<file path="src/design/tcr_pkg.sv">
package tcr_pkg;

  // command codes
  localparam logic [7:0] CMD_CLEAR_FAULTS = 8'h03;
  localparam logic [7:0] CMD_INPUT_STATUS = 8'h7c;
  localparam logic [7:0] CMD_INPUT_VOLTAGE = 8'h88;
  localparam logic [7:0] CMD_OUTPUT_VOLTAGE = 8'h8b;
  localparam logic [7:0] CMD_DIODE_TEMPERATURE = 8'h8d;
  localparam logic [7:0] CMD_MAKER_ID = 8'h99;
  localparam logic [7:0] CMD_MODEL_ID = 8'h9a;
  localparam logic [7:0] CMD_REVISION_ID = 8'h9b;
  localparam logic [7:0] CMD_AUX_VOLTAGE = 8'hd0;
  localparam logic [7:0] CMD_CURRENT_SENSE = 8'hd1;
  localparam logic [7:0] CMD_INPUT_POWER = 8'hd2;
  localparam logic [7:0] CMD_CURRENT_LIMIT = 8'hd3;
  localparam logic [7:0] CMD_POWER_LIMIT = 8'hd4;
  localparam logic [7:0] CMD_PEAK_POWER = 8'hd5;
  localparam logic [7:0] CMD_CLEAR_PEAK = 8'hd6;

  // reset values and codes of the 12-bit readings
  localparam logic [11:0] READING_RESET = 12'h000;
  localparam logic [11:0] LIMIT_RESET = 12'hfff;
  localparam logic [11:0] LIMIT_DISABLED = 12'hfff;
  localparam logic [11:0] FULL_SCALE = 12'hfff;

  // block read byte counts
  localparam logic [7:0] MAKER_COUNT = 8'h03;
  localparam logic [7:0] MODEL_COUNT = 8'h08;
  localparam logic [7:0] REVISION_COUNT = 8'h02;

  // input status byte layout
  localparam int OC_WARN_BIT = 1;
  localparam int OP_WARN_BIT = 0;

  typedef enum logic [1:0] {
    TCR_READ,
    TCR_WRITE_WORD,
    TCR_SEND_BYTE,
    TCR_BLOCK_READ
  } tcr_kind_type;

  typedef struct packed {
    logic [11:0] vin;
    logic [11:0] vout;
    logic [11:0] temp;
    logic [11:0] iin;
    logic signed [13:0] aux;
  } tcr_sample_type;

  typedef struct packed {
    tcr_kind_type kind;
    logic [7:0] code;
    logic [3:0] index;
    logic [15:0] wdata;
  } tcr_req_type;

  typedef struct packed {
    logic [15:0] data;
    logic last;
    logic error;
  } tcr_rsp_type;

endpackage

</file>
<file path="src/design/tcr_telemetry_regs.sv">
// Overview of operation
// - input voltage reads as 12-bit word at 88h, zero after reset
// - the reported input voltage sample feeds the voltage warning compare
// - output voltage reads as 12-bit word at 8Bh, zero after reset
// - the reported output voltage sample feeds the output under-voltage compare
// - diode temperature reads as a signed word at 8Dh
// - reported temperature feeds temperature compares, span -256 to +255 C
// - block read 99h: count 3 then three maker bytes
// - block read 9Ah: count 8 then eight model bytes, last two zero
// - block read 9Bh: count 2 then two revision bytes
// - auxiliary converter result reads as 12-bit word at D0h
// - auxiliary reading saturates at full scale at or above top of range
// - auxiliary reading is zero at or below zero volts
// - current-sense reading at D1h, zero after reset
// - input power at D2h is upper 12 bits of voltage times current
// - current above limit D3h sets over-current flag and alert line
// - current limit is read/write, resets to 0FFFh, 0FFFh disables
// - power above limit D4h sets over-power flag and alert line
// - power limit is read/write, resets to 0FFFh, 0FFFh disables
// - D5h holds peak input power since reset or clear, starts zero
// - send byte D6h clears the stored peak to zero
// - flags stay set until condition gone and clear-faults is issued
// - input status byte: over-current warn bit 1, over-power warn bit 0
module tcr_telemetry_regs #(
  parameter logic [23:0] MAKER_ID = 24'h111213, // arbitrary value
  parameter logic [47:0] MODEL_ID = 48'h212223242526, // arbitrary value
  parameter logic [15:0] REVISION_ID = 16'h3132, // arbitrary value
  parameter logic signed [13:0] AUX_FULL_CODE = 14'sh0fff
) (
  // clock and reset
  input wire logic mclk,
  input wire logic rst_n,
  // converter samples
  input wire logic smp_valid,
  input wire tcr_pkg::tcr_sample_type smp,
  // command port from the protocol engine
  input wire logic req_valid,
  input wire tcr_pkg::tcr_req_type req,
  output tcr_pkg::tcr_rsp_type rsp,
  output logic rsp_valid,
  // samples for the voltage and temperature comparators
  output logic [11:0] vin_compare,
  output logic [11:0] vout_compare,
  output logic [11:0] temp_compare,
  // open-drain alert pin
  input wire logic alert_line_i,
  output logic alert_line_o,
  output logic alert_line_oe_n
);

  logic [11:0] vin_reading;
  logic [11:0] vout_reading;
  logic [11:0] temp_reading;
  logic [11:0] aux_reading;
  logic [11:0] iin_reading;
  logic [11:0] power_reading;
  logic [11:0] peak_reading;
  logic [11:0] current_limit;
  logic [11:0] power_limit;
  logic oc_flag;
  logic op_flag;
  logic [2:0] alert_sync;

  // decode of the request
  wire is_read = req_valid && req.kind == tcr_pkg::TCR_READ;
  wire is_write = req_valid && req.kind == tcr_pkg::TCR_WRITE_WORD;
  wire is_send = req_valid && req.kind == tcr_pkg::TCR_SEND_BYTE;
  wire is_block = req_valid && req.kind == tcr_pkg::TCR_BLOCK_READ;
  wire wr_current_limit = is_write && req.code == tcr_pkg::CMD_CURRENT_LIMIT;
  wire wr_power_limit = is_write && req.code == tcr_pkg::CMD_POWER_LIMIT;
  wire clear_peak = is_send && req.code == tcr_pkg::CMD_CLEAR_PEAK;
  wire clear_faults = is_send && req.code == tcr_pkg::CMD_CLEAR_FAULTS;

  // converter front end
  wire [23:0] product = smp.vin * smp.iin;
  wire [11:0] next_power = product[23:12];
  wire aux_low = smp.aux <= 14'sh0000;
  wire aux_high = smp.aux >= AUX_FULL_CODE;
  wire [11:0] next_aux = aux_low ? 12'h000 :
                         aux_high ? tcr_pkg::FULL_SCALE :
                         smp.aux[11:0];

  always_ff @(posedge mclk or negedge rst_n) begin
    if (!rst_n) begin
      vin_reading <= tcr_pkg::READING_RESET;
      vout_reading <= tcr_pkg::READING_RESET;
      temp_reading <= tcr_pkg::READING_RESET;
      aux_reading <= tcr_pkg::READING_RESET;
      iin_reading <= tcr_pkg::READING_RESET;
      power_reading <= tcr_pkg::READING_RESET;
    end else if (smp_valid) begin
      vin_reading <= smp.vin;
      vout_reading <= smp.vout;
      temp_reading <= smp.temp;
      aux_reading <= next_aux;
      iin_reading <= smp.iin;
      power_reading <= next_power;
    end
  end

  // comparators outside read the very words that the host reads
  assign vin_compare = vin_reading;
  assign vout_compare = vout_reading;
  assign temp_compare = temp_reading;

  // peak tracker; a clear and a larger sample in one cycle: the clear wins,
  // the next cycle picks the standing power word up again
  wire peak_rise = power_reading > peak_reading;
  wire [11:0] next_peak = clear_peak ? tcr_pkg::READING_RESET :
                          peak_rise ? power_reading :
                          peak_reading;

  always_ff @(posedge mclk or negedge rst_n) begin
    if (!rst_n) begin
      peak_reading <= tcr_pkg::READING_RESET;
    end else begin
      peak_reading <= next_peak;
    end
  end

  // warning limits; upper bits of a written word are dropped
  always_ff @(posedge mclk or negedge rst_n) begin
    if (!rst_n) begin
      current_limit <= tcr_pkg::LIMIT_RESET;
      power_limit <= tcr_pkg::LIMIT_RESET;
    end else begin
      if (wr_current_limit) begin
        current_limit <= req.wdata[11:0];
      end
      if (wr_power_limit) begin
        power_limit <= req.wdata[11:0];
      end
    end
  end

  // compares run on the registered readings, so a flag follows a sample
  // by two cycles and never looks at a half-updated word
  wire oc_cond = current_limit != tcr_pkg::LIMIT_DISABLED &&
                 iin_reading > current_limit;
  wire op_cond = power_limit != tcr_pkg::LIMIT_DISABLED &&
                 power_reading > power_limit;
  // a live condition beats a clear in the same cycle
  wire next_oc = oc_cond || (oc_flag && !clear_faults);
  wire next_op = op_cond || (op_flag && !clear_faults);

  always_ff @(posedge mclk or negedge rst_n) begin
    if (!rst_n) begin
      oc_flag <= 1'b0;
      op_flag <= 1'b0;
      alert_line_o <= 1'b0;
      alert_line_oe_n <= 1'b1;
      alert_sync <= 3'h7;
    end else begin
      oc_flag <= next_oc;
      op_flag <= next_op;
      alert_line_o <= 1'b0;
      alert_line_oe_n <= !(next_oc || next_op);
      alert_sync <= {alert_sync[1:0], alert_line_i};
    end
  end

  // pin read back through three stages; it only counts as low once the
  // last two agree, since the wire is shared and moves off our clock
  wire alert_pin_low = !alert_sync[1] && !alert_sync[2];

  // block read bytes: count first, then identity bytes, high byte first
  wire [31:0] maker_block = {tcr_pkg::MAKER_COUNT, MAKER_ID};
  wire [71:0] model_block = {tcr_pkg::MODEL_COUNT, MODEL_ID, 16'h0000};
  wire [23:0] rev_block = {tcr_pkg::REVISION_COUNT, REVISION_ID};
  wire [6:0] byte_shift = {req.index, 3'b000};
  wire [31:0] maker_sel = maker_block << byte_shift;
  wire [71:0] model_sel = model_block << byte_shift;
  wire [23:0] rev_sel = rev_block << byte_shift;
  wire [7:0] req_index8 = {4'h0, req.index};
  wire blk_maker = req.code == tcr_pkg::CMD_MAKER_ID;
  wire blk_model = req.code == tcr_pkg::CMD_MODEL_ID;
  wire blk_rev = req.code == tcr_pkg::CMD_REVISION_ID;
  wire [7:0] blk_byte = blk_maker ? maker_sel[31:24] :
                        blk_model ? model_sel[71:64] :
                        blk_rev ? rev_sel[23:16] : 8'h00;
  wire [7:0] blk_count = blk_maker ? tcr_pkg::MAKER_COUNT :
                         blk_model ? tcr_pkg::MODEL_COUNT :
                         tcr_pkg::REVISION_COUNT;
  wire blk_known = blk_maker || blk_model || blk_rev;
  wire blk_over = req_index8 > blk_count;

  // word read mux; temperature is sign extended
  wire [7:0] status_byte = {6'h00, oc_flag, op_flag};
  wire [15:0] temp_word = {{4{temp_reading[11]}}, temp_reading};
  wire [15:0] read_word =
    req.code == tcr_pkg::CMD_INPUT_VOLTAGE ? {4'h0, vin_reading} :
    req.code == tcr_pkg::CMD_OUTPUT_VOLTAGE ? {4'h0, vout_reading} :
    req.code == tcr_pkg::CMD_DIODE_TEMPERATURE ? temp_word :
    req.code == tcr_pkg::CMD_AUX_VOLTAGE ? {4'h0, aux_reading} :
    req.code == tcr_pkg::CMD_CURRENT_SENSE ? {4'h0, iin_reading} :
    req.code == tcr_pkg::CMD_INPUT_POWER ? {4'h0, power_reading} :
    req.code == tcr_pkg::CMD_CURRENT_LIMIT ? {4'h0, current_limit} :
    req.code == tcr_pkg::CMD_POWER_LIMIT ? {4'h0, power_limit} :
    req.code == tcr_pkg::CMD_PEAK_POWER ? {4'h0, peak_reading} :
    {8'h00, status_byte};
  wire read_known =
    req.code == tcr_pkg::CMD_INPUT_VOLTAGE ||
    req.code == tcr_pkg::CMD_OUTPUT_VOLTAGE ||
    req.code == tcr_pkg::CMD_DIODE_TEMPERATURE ||
    req.code == tcr_pkg::CMD_AUX_VOLTAGE ||
    req.code == tcr_pkg::CMD_CURRENT_SENSE ||
    req.code == tcr_pkg::CMD_INPUT_POWER ||
    req.code == tcr_pkg::CMD_CURRENT_LIMIT ||
    req.code == tcr_pkg::CMD_POWER_LIMIT ||
    req.code == tcr_pkg::CMD_PEAK_POWER ||
    req.code == tcr_pkg::CMD_INPUT_STATUS;

  wire req_error = (is_read && !read_known) ||
                   (is_block && (!blk_known || blk_over)) ||
                   (is_write && !(wr_current_limit || wr_power_limit)) ||
                   (is_send && !(clear_peak || clear_faults));
  wire [15:0] next_data = is_read ? read_word :
                          is_block ? {8'h00, blk_byte} : 16'h0000;
  wire next_last = is_block && blk_known && req_index8 == blk_count;

  always_ff @(posedge mclk or negedge rst_n) begin
    if (!rst_n) begin
      rsp <= '0;
      rsp_valid <= 1'b0;
    end else begin
      rsp_valid <= req_valid;
      rsp <= '{data: next_data, last: next_last, error: req_error};
    end
  end
endmodule

</file>
<file path="config.mk">
export PLATFORM = sky130hd
export DESIGN_NAME = tcr_telemetry_regs
export DESIGN_NICKNAME = d
export VERILOG_FILES = /design/src/design/tcr_pkg.sv /design/src/design/tcr_telemetry_regs.sv
export SDC_FILE = /design/constraint.sdc
export NUM_CORES = 1
export LEC_CHECK = 0
export ABC_CLOCK_PERIOD_IN_PS = 6000
export BUFFER_PORTS_ARGS = -buffer_cell sky130_fd_sc_hd__buf_4
export CORE_AREA = 2 2 139 141
export CTS_CLUSTER_SIZE = 8
export DETAILED_ROUTE_END_ITERATION = 8
export DIE_AREA = 0 0 141 143
export PLACE_DENSITY = 0.84
export SYNTH_ARGS = -nofsm -noshare
export SYNTH_HDL_FRONTEND = slang
export SYNTH_SLANG_ARGS = --single-unit
</file>
<file path="constraint.sdc">
create_clock -name mclk -period 6 [get_ports mclk]
set_input_delay 0.6 -clock mclk [delete_from_list [all_inputs] [get_ports mclk]]
set_output_delay 0.6 -clock mclk [all_outputs]
set_load 0.02 [all_outputs]
</file>
==> flow_summary.json <==
{
  "drc": 0,
  "fp.coreArea_mm2": 0.01858,
  "cts.sinks": 127,
  "async_reset_ff_frac": 1.000,
  "tns_ns": 0,
  "wire_per_inst_um": 20.22,
  "worst_pin_slew_ns": 1.192,
  "peakVddDrop_mv": 0.2419,
  "grt_pass1_vias": 9562,
  "finalWirelength_mm": 31.40,
  "synth-seq-area-share": 0.2836,
  "holdBufCountCts": 0,
  "ios": 154,
  "synth_cells": 1202,
  "vias": 9473,
  "multiInputGateArea_mm2": 0.007168,
  "cp_max_fo": 13,
  "post-route-period-util": 0.8753,
  "cts_htree_levels": 4,
  "dp_hpwl_mm": 23.74,
  "grt_use_total": 0.3199,
  "syn2layout_area_growth_pct": 15.63,
  "status": "completed",
  "leakagePower_uw": 0.006656,
  "finClkSkew_ns": 0.01454,
  "rows": 50,
  "place_congestion": 0.9518,
  "n_fill_cell": 1322,
  "clock_path_buffers": 2,
  "drv_cap": 0,
  "insertion_delay_ns": 0.44,
  "grt_max_degree": 79,
  "dr.pass1.iters": 6,
  "seq_area_mm2": 0.003209,
  "ys_ff_latch": 127,
  "start_kind": "primary input",
  "final_core_util": 0.7044,
  "synth_enable_flop_cells": 0,
  "synth.top_cell.area_share": 0.2255,
  "slew_viol_final": 0,
  "grt_overflow": 0,
  "synthTopCellsByArea": "dfrtp_1 (23%), fa_1 (18%), ha_1 (11%), inv_1 (6.0%), dfstp_2 (5.8%)",
  "diodes": 0,
  "drive_above_1_share": 0.2138,
  "fin_crit_ns": 5.252,
  "critPathArrivalTime_ns": 5.57,
  "ys.flop_type": "dfrtp_1",
  "final_cell_mix": "inv_1 (181), nand2_1 (155), buf_4 (150)",
  "setup_viol": 0,
  "final_common_cell": "inv_1",
  "clock.fmax_ghz": 0.1904,
  "synth_top_area_cell": "dfrtp_1",
  "grt_first_pass_wirelength_mm": 49.91,
  "setup_ws_ns": 0.7483,
  "cts_tree": "done",
  "synthesis.nets": 1495,
  "synth_cell_types": 74,
  "yosysWarnings": 0,
  "vias_per_cell": 6.100,
  "antenna_found_initial": 0,
  "drt_iter0_drc": 834,
  "slew_headroom": 0.2024,
  "nets": 1599,
  "endpoint_kind": "flop",
  "worstSetupPathType": "primary input to flop",
  "die_h_um": 143,
  "rsz0062_at_grt": "no",
  "clk_pin_slew_ns": 0.06,
  "required_ns": 6.32,
  "cts_root_buf": "clkbuf_16",
  "initial_utilization": 0.6092,
  "cts_buffers": 17,
  "die_w_um": 141,
  "final_hold_viol_count": 0,
  "pwr_density_cell_mw_per_mm2": 359.5,
  "hp-class": "primary input to asynchronous set/reset pin",
  "post-cts-setup-buffers": 0,
  "cts_resized": 0,
  "post-place-ws_ns": 0.3263,
  "port_buffers": 147,
  "ant_nets": 0,
  "synth_area_mm2": 0.01132,
  "die_area_mm2": 0.02016,
  "syn_area_per_cell_um2": 9.416
}
## cell families (layout without fill, tap and decap cells)
kind of cell               after synthesis  count (layout)  synth area share
AOI/OAI and AO/OA                      196             196            0.1153
xor gates and xnor gates                13              13           0.01006
adders and majority gates              196             196            0.2823
buffers and inverters                  246             363           0.08357
DFF                                    127             127            0.2836
muxes                                   75              75           0.07406
other                                    1               1         0.0003313
and+or+nand+nor                        348             348            0.1508
## path summary, 6_finish.rpt
| check | start | endpoint | slack [ns] | cells past startpoint |
|---|---|---|---|---|
| min in group mclk | req_valid | rsp_valid$_DFF_PN0_ | 0.30 | 1 |
| min reg2reg | current_limit[7]$_DFFE_PN1P_ | current_limit[7]$_DFFE_PN1P_ | 0.54 | 2 |
| max reg2reg | power_reading[1]$_DFFE_PN0P_ | peak_reading[2]$_DFFE_PN0P_ | 3.13 | 10 |
| max | smp[20] | power_reading[11]$_DFFE_PN0P_ | 0.75 | 17 |
| max in group asynchronous | rst_n | aux_reading[1]$_DFFE_PN0P_ | 4.38 | 2 |
| min | rst_n | peak_reading[0]$_DFFE_PN0P_ | 0.20 | 1 |
## synthesized netlist by cell type (4+ instances only)
cell	number
a211oi_1	4
nand2b_1	6
nand3_1	10
fa_1	99
and3_1	5
clkbuf_1	46
nor3_1	18
nand4_1	16
nand2_1	155
and2_1	55
o221ai_1	4
or3_1	5
inv_1	181
xor2_1	4
and4_1	4
nor2_1	48
a21oi_1	35
o211ai_1	6
buf_1	9
mux2_2	56
mux2i_1	17
o22ai_1	22
dfstp_2	25
nor2b_1	4
ha_1	97
a21o_1	15
o21ai_0	51
buf_2	6
a31oi_1	8
dfrtp_1	102
xnor2_1	9
buf_4	4
a22oi_1	15
## per-stage QoR
stage / instance area, um^2 / total power [uW] / instances / hold WS (ns)
floorplan: 11320 / 2966 / 1202 / 0.3044
global placement: 12480 / 3462 / 1521 / 0.5204
detailed placement: 12480 / 3576 / 1521 / 0.5221
CTS: 13090 / 4694 / 1553 / 0.2164
global route: 13090 / 5086 / 1553 / 0.2363
finish: 13090 / 4705 / 1553 / 0.1957
## registers in the layout, summed over array words and instances (netlist names)
signal           count
oc_flag              1
power_limit         12
alert_line_oe_n      1
rsp_valid            1
aux_reading         12
power_reading       12
op_flag              1
vin_compare         12
vout_compare        12
iin_reading         12
current_limit       12
temp_compare        12
rsp                 15
peak_reading        12
## worst max-delay path, cell delays in order
cell and delay [ns]:
buf_4 0.17, and2_1 0.19, fa_1 0.54, inv_1 0.07, fa_1 0.58, fa_1 0.45, fa_1 0.52, fa_1 0.43
inv_1 0.06, ha_1 0.27, a2111o_1 0.49, a31oi_2 0.25, a2bb2oi_2 0.22, nand3_2 0.15, a41oi_2 0.23, xnor2_1 0.09
mux2_4 0.25
## layer usage
layer | share of wire | vias to the layer above | GRT usage
li1 | - | 4213 | -
met1 | 0.40 | 4694 | 0.4299
met2 | 0.48 | 491 | 0.5083
met3 | 0.090 | 75 | 0.07981
met4 | 0.032 | 0 | 0.1168
met5 | 0 | - | 0
## report_power, final
| group | internal [uW] | switching, uW | leakage [uW] | total [uW] |
|---|---|---|---|---|
| Combinational | 1120 | 1350 | 0.00486 | 2470 |
| Clock | 602 | 467 | 0.000299 | 1070 |
| Sequential | 1000 | 163 | 0.00150 | 1170 |
| Total | 2720 | 1980 | 0.00666 | 4710 |
## layout make-up
cell class              count  share of cell area
well taps                 234             0.02237
clock buffers              17             0.03250
multi-input cells         829              0.5477
inverters                 181             0.05191
flip-flops and latches    127              0.2452
repair buffers            150             0.08604
clock inverters            15             0.01424
No activity file was read; power rests on OpenSTA's default activity.
